## config.mk

```make
export PLATFORM = sky130hd
export DESIGN_NAME = cpf_protect
export DESIGN_NICKNAME = d
export VERILOG_FILES = /design/src/include/cpf_pkg.sv /design/src/cpf_protect.sv
export VERILOG_INCLUDE_DIRS = /design/src /design/src/include
export SDC_FILE = /design/constraint.sdc
export NUM_CORES = 1
export LEC_CHECK = 0
export ABC_AREA = 1
export BUFFER_PORTS_ARGS = -buffer_cell sky130_fd_sc_hd__buf_2
export CAP_MARGIN = 20
export CORE_MARGIN = 2
export CORE_UTILIZATION = 35
export DETAILED_ROUTE_END_ITERATION = 12
export SYNTH_ARGS = -nofsm -noshare
export SYNTH_HDL_FRONTEND = slang
export SYNTH_SLANG_ARGS = --single-unit
```

## constraint.sdc

```tcl
create_clock -name aclk -period 3.8 [get_ports aclk]
set_clock_uncertainty 0.15 [all_clocks]
set_input_delay 0.57 -clock aclk [delete_from_list [all_inputs] [get_ports aclk]]
set_output_delay 0.57 -clock aclk [all_outputs]
set_load 0.02 [all_outputs]
```

## src/include/cpf_defs.svh

```systemverilog
/*
  Offsets, field positions, reset values and timing counts for the cell
  protection fault logic. Assumes a 25 MHz register clock.
*/
`ifndef CPF_DEFS_SVH
`define CPF_DEFS_SVH
// =====================================================================
// Register byte offsets
`define CPF_DEV_STATUS   8'h00
`define CPF_FAULT_STATUS 8'h04
`define CPF_ALERT_STATUS 8'h08
`define CPF_OV_FLAGS     8'h0C
`define CPF_UV_FLAGS     8'h10
`define CPF_CELL_CFG     8'h14
`define CPF_OV_DELAY     8'h18
`define CPF_UV_DELAY     8'h1C
`define CPF_OT_DELAY     8'h20
`define CPF_THRESH       8'h24
// =====================================================================
// Field positions in the threshold register
`define CPF_THR_OV_LSB  0
`define CPF_THR_UV_LSB  8
`define CPF_THR_OT1_LSB 16
`define CPF_THR_OT2_LSB 20
// =====================================================================
// Reset values
`define CPF_DELAY_RST  16'h000A
`define CPF_THR_RST    32'h0000_0000
`define CPF_CELLS_RST  4'h0
// =====================================================================
// Timing: clock period, filter step, deglitch grain, wake guard
`define CPF_CLK_PERIOD_NS 40
`define CPF_STEP_US       100
`define CPF_DEGLITCH_US   50
`define CPF_GUARD_US      200
`define CPF_HALF_CYCLES   ((`CPF_DEGLITCH_US * 1000) / `CPF_CLK_PERIOD_NS)
`define CPF_GUARD_CYCLES  ((`CPF_GUARD_US * 1000) / `CPF_CLK_PERIOD_NS)
`endif

```

## src/include/cpf_pkg.sv

```systemverilog
/*
  Types for the cell protection fault logic.
  Assumes six cells and two thermistor comparators per device.
*/
package cpf_pkg;
  // Raw comparator levels from the analog protector
  typedef struct packed {
    logic [5:0] cell_overvoltage;
    logic [5:0] cell_undervoltage;
    logic [1:0] over_temperature;
  } cpf_cmp_t;
  // Threshold settings handed to the analog comparators
  typedef struct packed {
    logic [5:0] overvoltage_threshold_setting;
    logic [5:0] undervoltage_threshold_setting;
    logic [3:0] thermal_limit_one;
    logic [3:0] thermal_limit_two;
  } cpf_thr_t;
  // Write channel progress
  typedef enum logic [1:0] {WR_IDLE, WR_ADDR, WR_DATA, WR_RESP} cpf_wr_t;
endpackage

```

## src/cpf_protect.sv

```systemverilog
/*
  Secondary protection fault logic with an AXI4-Lite register slave.
  Assumes comparator levels arrive from the analog protector, the stack
  chain inputs come from the next higher device, and one clock domain.
*/
// The register addresses and register access over AXI4-Lite were left to the implementer.
`timescale 1ns/100ps
`include "cpf_defs.svh"
module cpf_protect
  import cpf_pkg::*;
#(
  parameter int GUARD_CYCLES = `CPF_GUARD_CYCLES
) (
  // Clock and reset
  input  wire logic        aclk,
  input  wire logic        aresetn,
  // AXI4-Lite write channels
  input  wire logic [7:0]  awaddr,
  input  wire logic        awvalid,
  output logic             awready,
  input  wire logic [31:0] wdata,
  input  wire logic [3:0]  wstrb,
  input  wire logic        wvalid,
  output logic             wready,
  output logic [1:0]       bresp,
  output logic             bvalid,
  input  wire logic        bready,
  // AXI4-Lite read channels
  input  wire logic [7:0]  araddr,
  input  wire logic        arvalid,
  output logic             arready,
  output logic [31:0]      rdata,
  output logic [1:0]       rresp,
  output logic             rvalid,
  input  wire logic        rready,
  // Analog protector side
  input  wire cpf_cmp_t    cmp_in,
  output cpf_thr_t         thr_out,
  input  wire logic        sleep_active,
  // Stack chain pins
  input  wire logic        fault_chain_in,
  input  wire logic        alert_chain_in,
  output logic             fault_out,
  output logic             alert_out
);
  // =====================================================================
  // Helpers
  // Enabled cells for a cell count code; unknown codes mean all six
  function automatic logic [5:0] cell_mask(input logic [3:0] f);
    case (f)
      4'h2:    cell_mask = 6'h07;
      4'h8:    cell_mask = 6'h0F;
      4'h4:    cell_mask = 6'h1F;
      default: cell_mask = 6'h3F;
    endcase
  endfunction
  // Mapped register check, shared by both channels
  function automatic logic addr_ok(input logic [7:0] a);
    addr_ok = (a[1:0] == 2'h0) && (a <= `CPF_THRESH);
  endfunction
  // Byte-lane merge for partial writes
  function automatic logic [31:0] merge(input logic [31:0] o,
                                        input logic [31:0] n,
                                        input logic [3:0]  s);
    for (int b = 0; b < 4; b++) begin
      merge[b*8 +: 8] = s[b] ? n[b*8 +: 8] : o[b*8 +: 8];
    end
  endfunction

  // =====================================================================
  // Registers and nets
  cpf_cmp_t    sync1_q, sync2_q;      // Comparator synchroniser stages
  logic [1:0]  chain1_q, chain2_q;    // Chain input synchroniser stages
  logic        sleep_q;               // Previous sleep level
  logic [15:0] guard_q;               // Wake guard countdown
  logic [10:0] pre_q;                 // 50 us grain prescaler
  logic        half_tick;             // One-cycle grain pulse
  logic [3:0]  cells_q;               // cell_count_field
  logic [15:0] dly_q [3];             // Delay settings per source
  logic [31:0] thr_q;                 // Threshold settings word
  logic [5:0]  live [3];              // Qualified live conditions
  logic [5:0]  flags_q [3];           // Latched or tracking flags
  logic [16:0] cnt_q [3];             // Filter timers in grains
  logic [2:0]  clr;                   // Clear strobes per source
  logic [2:0]  src_any;               // Any condition per source
  logic        cmp_en;                // Comparators trusted
  logic        fault_sum, alert_sum;  // Device summaries
  cpf_wr_t     wst_q;                 // Write channel state
  logic [7:0]  awaddr_q;              // Held write address
  logic [31:0] wdata_q;               // Held write data
  logic [3:0]  wstrb_q;               // Held write strobes
  logic        wr_go;                 // Register write this cycle
  logic [7:0]  wa;                    // Effective write address
  logic [31:0] wd;                    // Effective write data
  logic [3:0]  ws;                    // Effective write strobes
  logic        aw_ok, w_ok;           // Channel halves available
  logic        bad_q;                 // Write response error
  logic [31:0] rdata_q;               // Read data
  logic        rbad_q, rvalid_q;      // Read response state
  logic [31:0] rd_mux;                // Selected read word
  logic        fault_q, alert_q;      // Output pin registers

  // =====================================================================
  // Synchronisers: stage one feeds stage two only
  always_ff @(posedge aclk) begin
    sync1_q  <= cmp_in;
    sync2_q  <= sync1_q;
    chain1_q <= {alert_chain_in, fault_chain_in};
    chain2_q <= chain1_q;
  end

  // =====================================================================
  // Wake guard: restart on leaving sleep, masks comparator output
  always_ff @(posedge aclk) begin
    if (!aresetn) begin
      sleep_q <= 1'b0;
      guard_q <= 16'h0000;
    end else begin
      sleep_q <= sleep_active;
      if (sleep_q && !sleep_active) begin
        guard_q <= 16'(GUARD_CYCLES);
      end else if (guard_q != 16'h0000) begin
        guard_q <= guard_q - 16'h0001;
      end
    end
  end
  // Previous sleep level covers the cycle before the guard count loads
  assign cmp_en = !sleep_active && !sleep_q && (guard_q == 16'h0000);

  // Free-running grain; timers align to it, giving the start deglitch
  always_ff @(posedge aclk) begin
    if (!aresetn || half_tick) begin
      pre_q <= 11'h000;
    end else begin
      pre_q <= pre_q + 11'h001;
    end
  end
  assign half_tick = (pre_q == 11'(`CPF_HALF_CYCLES - 1));

  // =====================================================================
  // Live conditions, masked by cell count, wake guard and disabled limits
  assign live[0] = sync2_q.cell_overvoltage & cell_mask(cells_q)
                   & {6{cmp_en}};
  assign live[1] = sync2_q.cell_undervoltage & cell_mask(cells_q)
                   & {6{cmp_en}};
  assign live[2] = {4'h0, sync2_q.over_temperature
                   & {thr_q[`CPF_THR_OT2_LSB +: 4] != 4'h0,
                      thr_q[`CPF_THR_OT1_LSB +: 4] != 4'h0}
                   & {2{cmp_en}}};

  // =====================================================================
  // One filter timer per source; the thermal pair shares one delay
  for (genvar s = 0; s < 3; s++) begin : g_src
    logic [16:0] target;   // Delay in 50 us grains
    logic        dis;      // Delay of zero: no filter, no latch
    logic        hit;      // Timer reaches target this cycle
    logic        held;     // Timer already expired
    logic [5:0]  set;      // Flag set requests
    // One extra grain absorbs the partial first grain, so never early
    assign target     = {dly_q[s], 1'b0} + 17'h1;
    assign dis        = (dly_q[s] == 16'h0000);
    assign src_any[s] = |live[s];
    assign hit        = half_tick && src_any[s] && (cnt_q[s] == target - 17'h1);
    assign held       = (cnt_q[s] == target) && !clr[s];
    assign set        = live[s] & {6{hit || held}};

    // Timer restarts on clear or when the condition goes away
    always_ff @(posedge aclk) begin
      if (!aresetn || clr[s] || !src_any[s] || dis) begin
        cnt_q[s] <= 17'h00000;
      end else if (half_tick && cnt_q[s] != target) begin
        cnt_q[s] <= cnt_q[s] + 17'h00001;
      end
    end

    // Flags latch unless the delay is zero, then they track; a set in the clear cycle wins
    always_ff @(posedge aclk) begin
      if (!aresetn) begin
        flags_q[s] <= 6'h00;
      end else if (dis) begin
        flags_q[s] <= live[s];
      end else begin
        flags_q[s] <= (flags_q[s] & ~{6{clr[s]}}) | set;
      end
    end

  end

  // Only the two thermal bits exist in the third source
  assign fault_sum = |{flags_q[0], flags_q[1]};
  assign alert_sum = |flags_q[2][1:0];

  // =====================================================================
  // Output pins: summaries and chain, independent of the bus
  always_ff @(posedge aclk) begin
    if (!aresetn) begin
      fault_q <= 1'b0;
      alert_q <= 1'b0;
    end else begin
      fault_q <= fault_sum || chain2_q[0];
      alert_q <= alert_sum || chain2_q[1];
    end
  end
  // Active high; the pad driver sinks signalling current while high
  assign fault_out = fault_q;
  assign alert_out = alert_q;
  assign thr_out   = {thr_q[`CPF_THR_OV_LSB +: 6],
                      thr_q[`CPF_THR_UV_LSB +: 6],
                      thr_q[`CPF_THR_OT1_LSB +: 4],
                      thr_q[`CPF_THR_OT2_LSB +: 4]};

  // =====================================================================
  // AXI4-Lite write: address and data accepted in either order
  assign awready = (wst_q == WR_IDLE) || (wst_q == WR_DATA);
  assign wready  = (wst_q == WR_IDLE) || (wst_q == WR_ADDR);
  assign aw_ok   = (awvalid && awready) || (wst_q == WR_ADDR);
  assign w_ok    = (wvalid && wready) || (wst_q == WR_DATA);
  assign wr_go   = aw_ok && w_ok && (wst_q != WR_RESP);
  assign wa      = (wst_q == WR_ADDR) ? awaddr_q : awaddr;
  assign wd      = (wst_q == WR_DATA) ? wdata_q : wdata;
  assign ws      = (wst_q == WR_DATA) ? wstrb_q : wstrb;
  assign bvalid  = (wst_q == WR_RESP);
  assign bresp   = bad_q ? 2'h2 : 2'h0;

  // Write channel progress
  always_ff @(posedge aclk) begin
    if (!aresetn) begin
      wst_q <= WR_IDLE;
    end else begin
      case (wst_q)
        WR_IDLE: begin
          if (wr_go) wst_q <= WR_RESP;
          else if (awvalid) wst_q <= WR_ADDR;
          else if (wvalid) wst_q <= WR_DATA;
        end
        WR_ADDR, WR_DATA: begin
          if (wr_go) wst_q <= WR_RESP;
        end
        WR_RESP: begin
          if (bready) wst_q <= WR_IDLE;
        end
        default: wst_q <= WR_IDLE;
      endcase
    end
  end

  // Held halves and response code
  always_ff @(posedge aclk) begin
    if (awvalid && awready) awaddr_q <= awaddr;
    if (wvalid && wready) begin
      wdata_q <= wdata;
      wstrb_q <= wstrb;
    end
    if (!aresetn) begin
      bad_q <= 1'b0;
    end else if (wr_go) begin
      bad_q <= !addr_ok(wa);
    end
  end

  // Write one to a status bit clears that source; zero has no effect
  assign clr[0] = wr_go && ws[0] && wa == `CPF_FAULT_STATUS && wd[0];
  assign clr[1] = wr_go && ws[0] && wa == `CPF_FAULT_STATUS && wd[1];
  assign clr[2] = wr_go && ws[0] && wa == `CPF_ALERT_STATUS
                  && (wd[1:0] != 2'h0);

  // Configuration registers
  always_ff @(posedge aclk) begin
    if (!aresetn) begin
      cells_q <= `CPF_CELLS_RST;
      dly_q   <= '{default: `CPF_DELAY_RST};
      thr_q   <= `CPF_THR_RST;
    end else if (wr_go) begin
      case (wa)
        `CPF_CELL_CFG: if (ws[0]) cells_q <= wd[3:0];
        `CPF_OV_DELAY: dly_q[0] <= 16'(merge({16'h0, dly_q[0]}, wd, ws));
        `CPF_UV_DELAY: dly_q[1] <= 16'(merge({16'h0, dly_q[1]}, wd, ws));
        `CPF_OT_DELAY: dly_q[2] <= 16'(merge({16'h0, dly_q[2]}, wd, ws));
        `CPF_THRESH:   thr_q    <= merge(thr_q, wd, ws) & 32'h00FF_3F3F;
        default: ;
      endcase
    end
  end

  // =====================================================================
  // AXI4-Lite read: one outstanding, answer one cycle after address
  always_comb begin
    case (araddr)
      `CPF_DEV_STATUS:   rd_mux = {28'h0, !cmp_en, chain2_q[0],
                                   alert_sum, fault_sum};
      `CPF_FAULT_STATUS: rd_mux = {30'h0, |flags_q[1], |flags_q[0]};
      `CPF_ALERT_STATUS: rd_mux = {30'h0, flags_q[2][1:0]};
      `CPF_OV_FLAGS:     rd_mux = {26'h0, flags_q[0]};
      `CPF_UV_FLAGS:     rd_mux = {26'h0, flags_q[1]};
      `CPF_CELL_CFG:     rd_mux = {28'h0, cells_q};
      `CPF_OV_DELAY:     rd_mux = {16'h0, dly_q[0]};
      `CPF_UV_DELAY:     rd_mux = {16'h0, dly_q[1]};
      `CPF_OT_DELAY:     rd_mux = {16'h0, dly_q[2]};
      `CPF_THRESH:       rd_mux = thr_q;
      default:           rd_mux = 32'h0000_0000;
    endcase
  end

  always_ff @(posedge aclk) begin
    if (!aresetn) begin
      rvalid_q <= 1'b0;
      rdata_q  <= 32'h0000_0000;
      rbad_q   <= 1'b0;
    end else if (arvalid && arready) begin
      rvalid_q <= 1'b1;
      rdata_q  <= rd_mux;
      rbad_q   <= !addr_ok(araddr);
    end else if (rready) begin
      rvalid_q <= 1'b0;
    end
  end
  assign arready = !rvalid_q;
  assign rvalid  = rvalid_q;
  assign rdata   = rdata_q;
  assign rresp   = rbad_q ? 2'h2 : 2'h0;
endmodule // cpf_protect

```

======== Word-level counts from Yosys, hierarchy flattened ========
Memories as Yosys holds them, arrays and structs flattened.
Index checks and enable logic that the tools add are counted.
operators by class
  bitwise logic cells ..................... 28
  mux-type cells .......................... 60
  $add $sub $neg .......................... 11
  magnitude comparators ................... 2
  reductions and logical operators ........ 94
  eq/ne operators ......................... 36
operator list
  operator                                                                count
  24-bit case mux with 10 select lines                                    1
  17-bit by 1-bit adder with 17-bit output (second input constant)        6
  17-bit == test                                                          6
  16-bit zero test                                                        4
  8-bit by 5-bit == test with 1-bit output (second input constant)        7
  6-bit bitwise AND                                                       9
  17-bit 2-to-1 mux                                                       3
  17-bit inequality test                                                  3
  17-bit by 1-bit subtractor with 17-bit output (second input constant)   3
  1-bit 2-to-1 mux                                                        36
  6-bit 2-to-1 mux                                                        6
  3-bit AND reduction                                                     11
  8-bit by 6-bit == test with 1-bit output (second input constant)        4
  1-bit logical AND                                                       28
  13-bit 2-to-1 mux                                                       2
  8-bit by 4-bit == test with 1-bit output (second input constant)        3
  24-bit 2-to-1 mux                                                       1
  6-bit OR reduction                                                      4
  1-bit logical OR                                                        19
  6-bit NOT                                                               3
  6-bit OR                                                                3
  6-bit case mux with 3 select lines                                      1
  8-bit by 3-bit == test with 1-bit output (second input constant)        2
  8-bit by 6-bit <= comparator with 1-bit output (second input constant)  2
  27 further kinds                                                        64
storage, ports and cells
  register bits after elaboration ......... 206
  bits in writable memories ............... 69
  word-level logic and storage cells ...... 265
  memories ................................ 2
  output and inout port bits .............. 63
  bits of input ports ..................... 76
memory list
  name     words  bits a word  rd ports  clocked after memory_dff  write ports  line               text
  cnt_q    3      17           3         0                         3            cpf_protect.sv:83  logic [16:0] cnt_q [3];
  flags_q  3      6            3         0                         3            cpf_protect.sv:82  logic [5:0] flags_q [3];

======== Depth between registers and ports, before layout ========
  depth after elaboration ................. 15
  depth in mapped cells ................... 16
  mapped depth without buffers ............ 15

======== Worst setup path after synthesis ========
No wires, ideal clock.
  path type ............................... reg-to-reg
  start point ............................. memory cnt_q[1][6]
  end point ............................... memory cnt_q[1][0], enable pin
  arrival ................................. 2,287 ps
  library setup time ...................... 415 ps
  cell stages (with the launch flop) ...... 9
  path buffers ............................ 0
  clock period less this slack ............ 2,851 ps
  required time ........................... 3,235 ps
  slack ................................... 949 ps
  path through ............................ edfxtp_1 -> or2_2 -> nand2_1 -> nor2_1 -> inv_1 -> nor2_1 -> nand2_1 -> nor2_1 -> o21ai_0
RTL lines
  what         line
  from (decl)  cpf_protect.sv:83

==> impl_metrics.tcl <==
set metrics [dict create \
    die_area_um2 39000 \
    antenna_left 0 \
    crit_buf_inv 3 \
    cts_made_buffers 31 \
    maxCapViolations 0 \
    synth_xor_area_share_pct 5.29 \
    hold_start "wdata[2]" \
    post-route-period-util_pct 80.0 \
    synthSimpleGateAreaFrac_pct 25.1 \
    htree_num_levels 1 \
    final.setup.worst_slack_ns 0.761 \
    wl_per_cell_um 15.8 \
    gr-usage-all-layers_pct 18.3 \
    r2r-start "wst_q[1]" \
    cts_sinks 263 \
    final_nets 1896 \
    die_h_um 197 \
    crit_path_start_kind "register" \
    max_stage_delay_ns 0.37 \
    pre_cts_slack_ns 0.743 \
    fin_cells 2303 \
    cts.clk_slew.worst_paths_ns 0.06 \
    ioPinCount 139 \
    rows 70 \
    dr_wl_met3_mm 2.18 \
    synth_top_family_by_area "simple AND/OR/NAND/NOR gates" \
    muxShareOfSynthArea_pct 0.688 \
    antenna_found_initial 0 \
    setup_viol 0 \
    crit_chain "inv_1 -> ha_1 -> nand2_1 -> o21ai_2 -> nand2_4 -> nor2_4 -> nand4_4 -> nand2_2 -> inv_2 -> and2_4 -> o21ai_1 -> buf_4" \
    finalHoldViolCount 0 \
    start_util_pct 35.7 \
    vias 11300 \
    grt_max_degree 84 \
    drt_iter0_drc 1077 \
    max_freq_mhz 329 \
    min_period_ns 3.04 \
    hold_buffers 16 \
    p_leak_nw 6.51 \
    hold_path.class "primary input to register" \
    viasPerCell 4.93 \
    cp-end-kind "register" \
    crit_family "simple AND/OR/NAND/NOR gates" \
    grt_overflow 0 \
    path_class "register to register" \
    synth_warnings 0 \
    synth_top_cell_by_area "dfxtp_1" \
    setup_tns_ns 0 \
    yosys-top-cells-area "dfxtp_1 (25%), edfxtp_1 (23%), nand2_1 (9.1%)" \
    synth_compound_area_share_pct 11.3 \
    final_max_slew_viol_count 0 \
    async_flop_share_pct 0 \
    seq_area_frac_synth_pct 47.9 \
    syn_area_um2 13100 \
    synth_edf_count 100 \
    ys_ff_latch 263 \
    max_slew.worst_pin.slew_ns 0.827 \
    crit_path_top_delay_cell "ha_1" \
    synth.top_cell.area_share_pct 24.9 \
    cts_setup_buffers 0 \
    clk_latency_ns 0.56 \
    slew_headroom_pct 44.9 \
    core_area_um2 36700 \
    synthFlopType "dfxtp_1" \
    cp.arrival_ns 3.15 \
    vdd_ir_drop_max_v 0.000342 \
    startpoint "wst_q[1]" \
    rsz0062_at_grt "false" \
    wl_met2_mm 15.7 \
    die_w_um 197 \
    avgSynthCellArea_um2 7.87 \
    grt_pass1_vias 10500 \
    dr.pass1.iters 5 \
    status "completed" \
    drive_gt1_share_pct 12.9 \
    area_delta_synth_final_pct 17.2 \
    wl_mm 36.3 \
    final_common_cell "nand2_1" \
    cp.required_ns 3.91 \
    port_buffers 119 \
    synthAdderAreaFrac_pct 1.05 \
    finalWeightedCongestion 0.886 \
    placed_cells 2227 \
    drt-met1-wl_mm 17.4 \
    cts_tree "done" \
    path_max_fanout 11 \
    synth_cell_types 53 \
    cts_buffer_depth 3 \
    root_buffer "clkbuf_16" \
    p_per_area_nw_per_um2 551 \
    cts_resized 0 \
    dp.final_hpwl_mm 27.6 \
    drc 0 \
    mostFrequentLayoutCells "nand2_1 (317), nor2_1 (221), inv_1 (213), dfxtp_1 (163), a21oi_1 (123)" \
    grt_pass1_wl_mm 56.4 \
    syn_inst 1662 \
    dr.max_layer_used "met4" \
]
cell type report:
type                       instances  area (µm²)
sequential                       263        6270
inverter                         222         838
tap                              468         586
clock buffer                      49         968
clock inverter                     9        52.6
multi-input combinational       1146        5770
antenna                            1        2.50
fill                            3679       21400
timing repair buffer             145         851
state kept, by name (all words and copies together), names as in the netlist, 2 cells and up:
signal and cells:
awaddr_q 8, thr_q 20, flags_q 14, sync2_q 14, dly_q 48, sync1_q 14
cells_q 4, wdata_q 24, wstrb_q 3, guard_q 16, chain2_q 2, rdata 24
wst_q 2, chain1_q 2, pre_q 11, cnt_q 51
logic make-up after synthesis:
family | count (synthesis)
multiplexers | 9
buffers and inverters | 275
AO/OA/AOI/OAI | 278
XOR/XNOR | 79
adder cells (fa/ha/maj) | 11
flip-flops | 263
AND/OR/NAND/NOR | 745
other | 2
synth_stat cells, types with 3 or more instances:
library cell,count
a211oi_1,3
a21oi_1,123
a31oi_1,3
buf_2,12
buf_4,12
buf_6,3
clkbuf_1,23
dfxtp_1,163
edfxtp_1,100
ha_1,11
inv_1,213
inv_2,6
mux2i_1,9
nand2_1,317
nand2_2,5
nand2_4,4
nand3_1,89
nand3b_1,4
nand4_1,30
nor2_1,221
nor2_2,16
nor2_4,3
nor3_1,25
nor3_2,3
nor4_1,7
o2111ai_1,3
o21a_1,4
o21ai_0,110
o21ai_1,6
o22ai_1,16
o31ai_1,3
or2_2,10
xnor2_1,20
xor2_1,59
stage by stage:
stage / hold WS, ns / util (%) / cell area [µm²] / power [mW]
2_1_floorplan: 0.160 / - / 13200 / 4.98
3_3_place_gp: 0.162 / 38.5 / 14100 / 5.51
3_5_place_dp: 0.164 / 38.5 / 14100 / 5.54
4_1_cts: 0.0293 / 41.7 / 15300 / 8.48
5_1_grt: 0.0413 / 41.8 / 15300 / 8.89
6_report: 0.0449 / 41.8 / 15300 / 8.45
report_power, final:
group	total (mW)	internal [mW]	switching [mW]
Sequential	3.51	3.26	0.250
Clock	2.92	1.74	1.18
Combinational	2.02	0.656	1.36
routing by layer:
metal	global-route usage (%)	vias up
met5	0	-
met4	5.12	0
met3	2.29	62
met2	29.0	339
met1	26.3	5252
li1	-	5690
worst reg2reg max path, cell delays in order (launching register included):
cell and delay (ns):
dfxtp_1 0.32, inv_1 0.10, ha_1 0.37, nand2_1 0.12, o21ai_2 0.29, nand2_4 0.11
nor2_4 0.14, nand4_4 0.14, nand2_2 0.14, inv_2 0.06, and2_4 0.14, o21ai_1 0.33
buf_4 0.31
path summary, 6_finish.rpt:
| path | endpoint | slack [ns] | cells past startpoint |
|---|---|---|---|
| worst max-delay path | cnt_q[0][10] | 0.76 | 12 |
| worst min-delay path | wdata_q[2] | 0.04 | 1 |
| worst max register to register | cnt_q[0][10] | 0.76 | 12 |
| worst min register to register | chain2_q[0] | 0.17 | 0 |
Power figures use the tool's default switching activity.
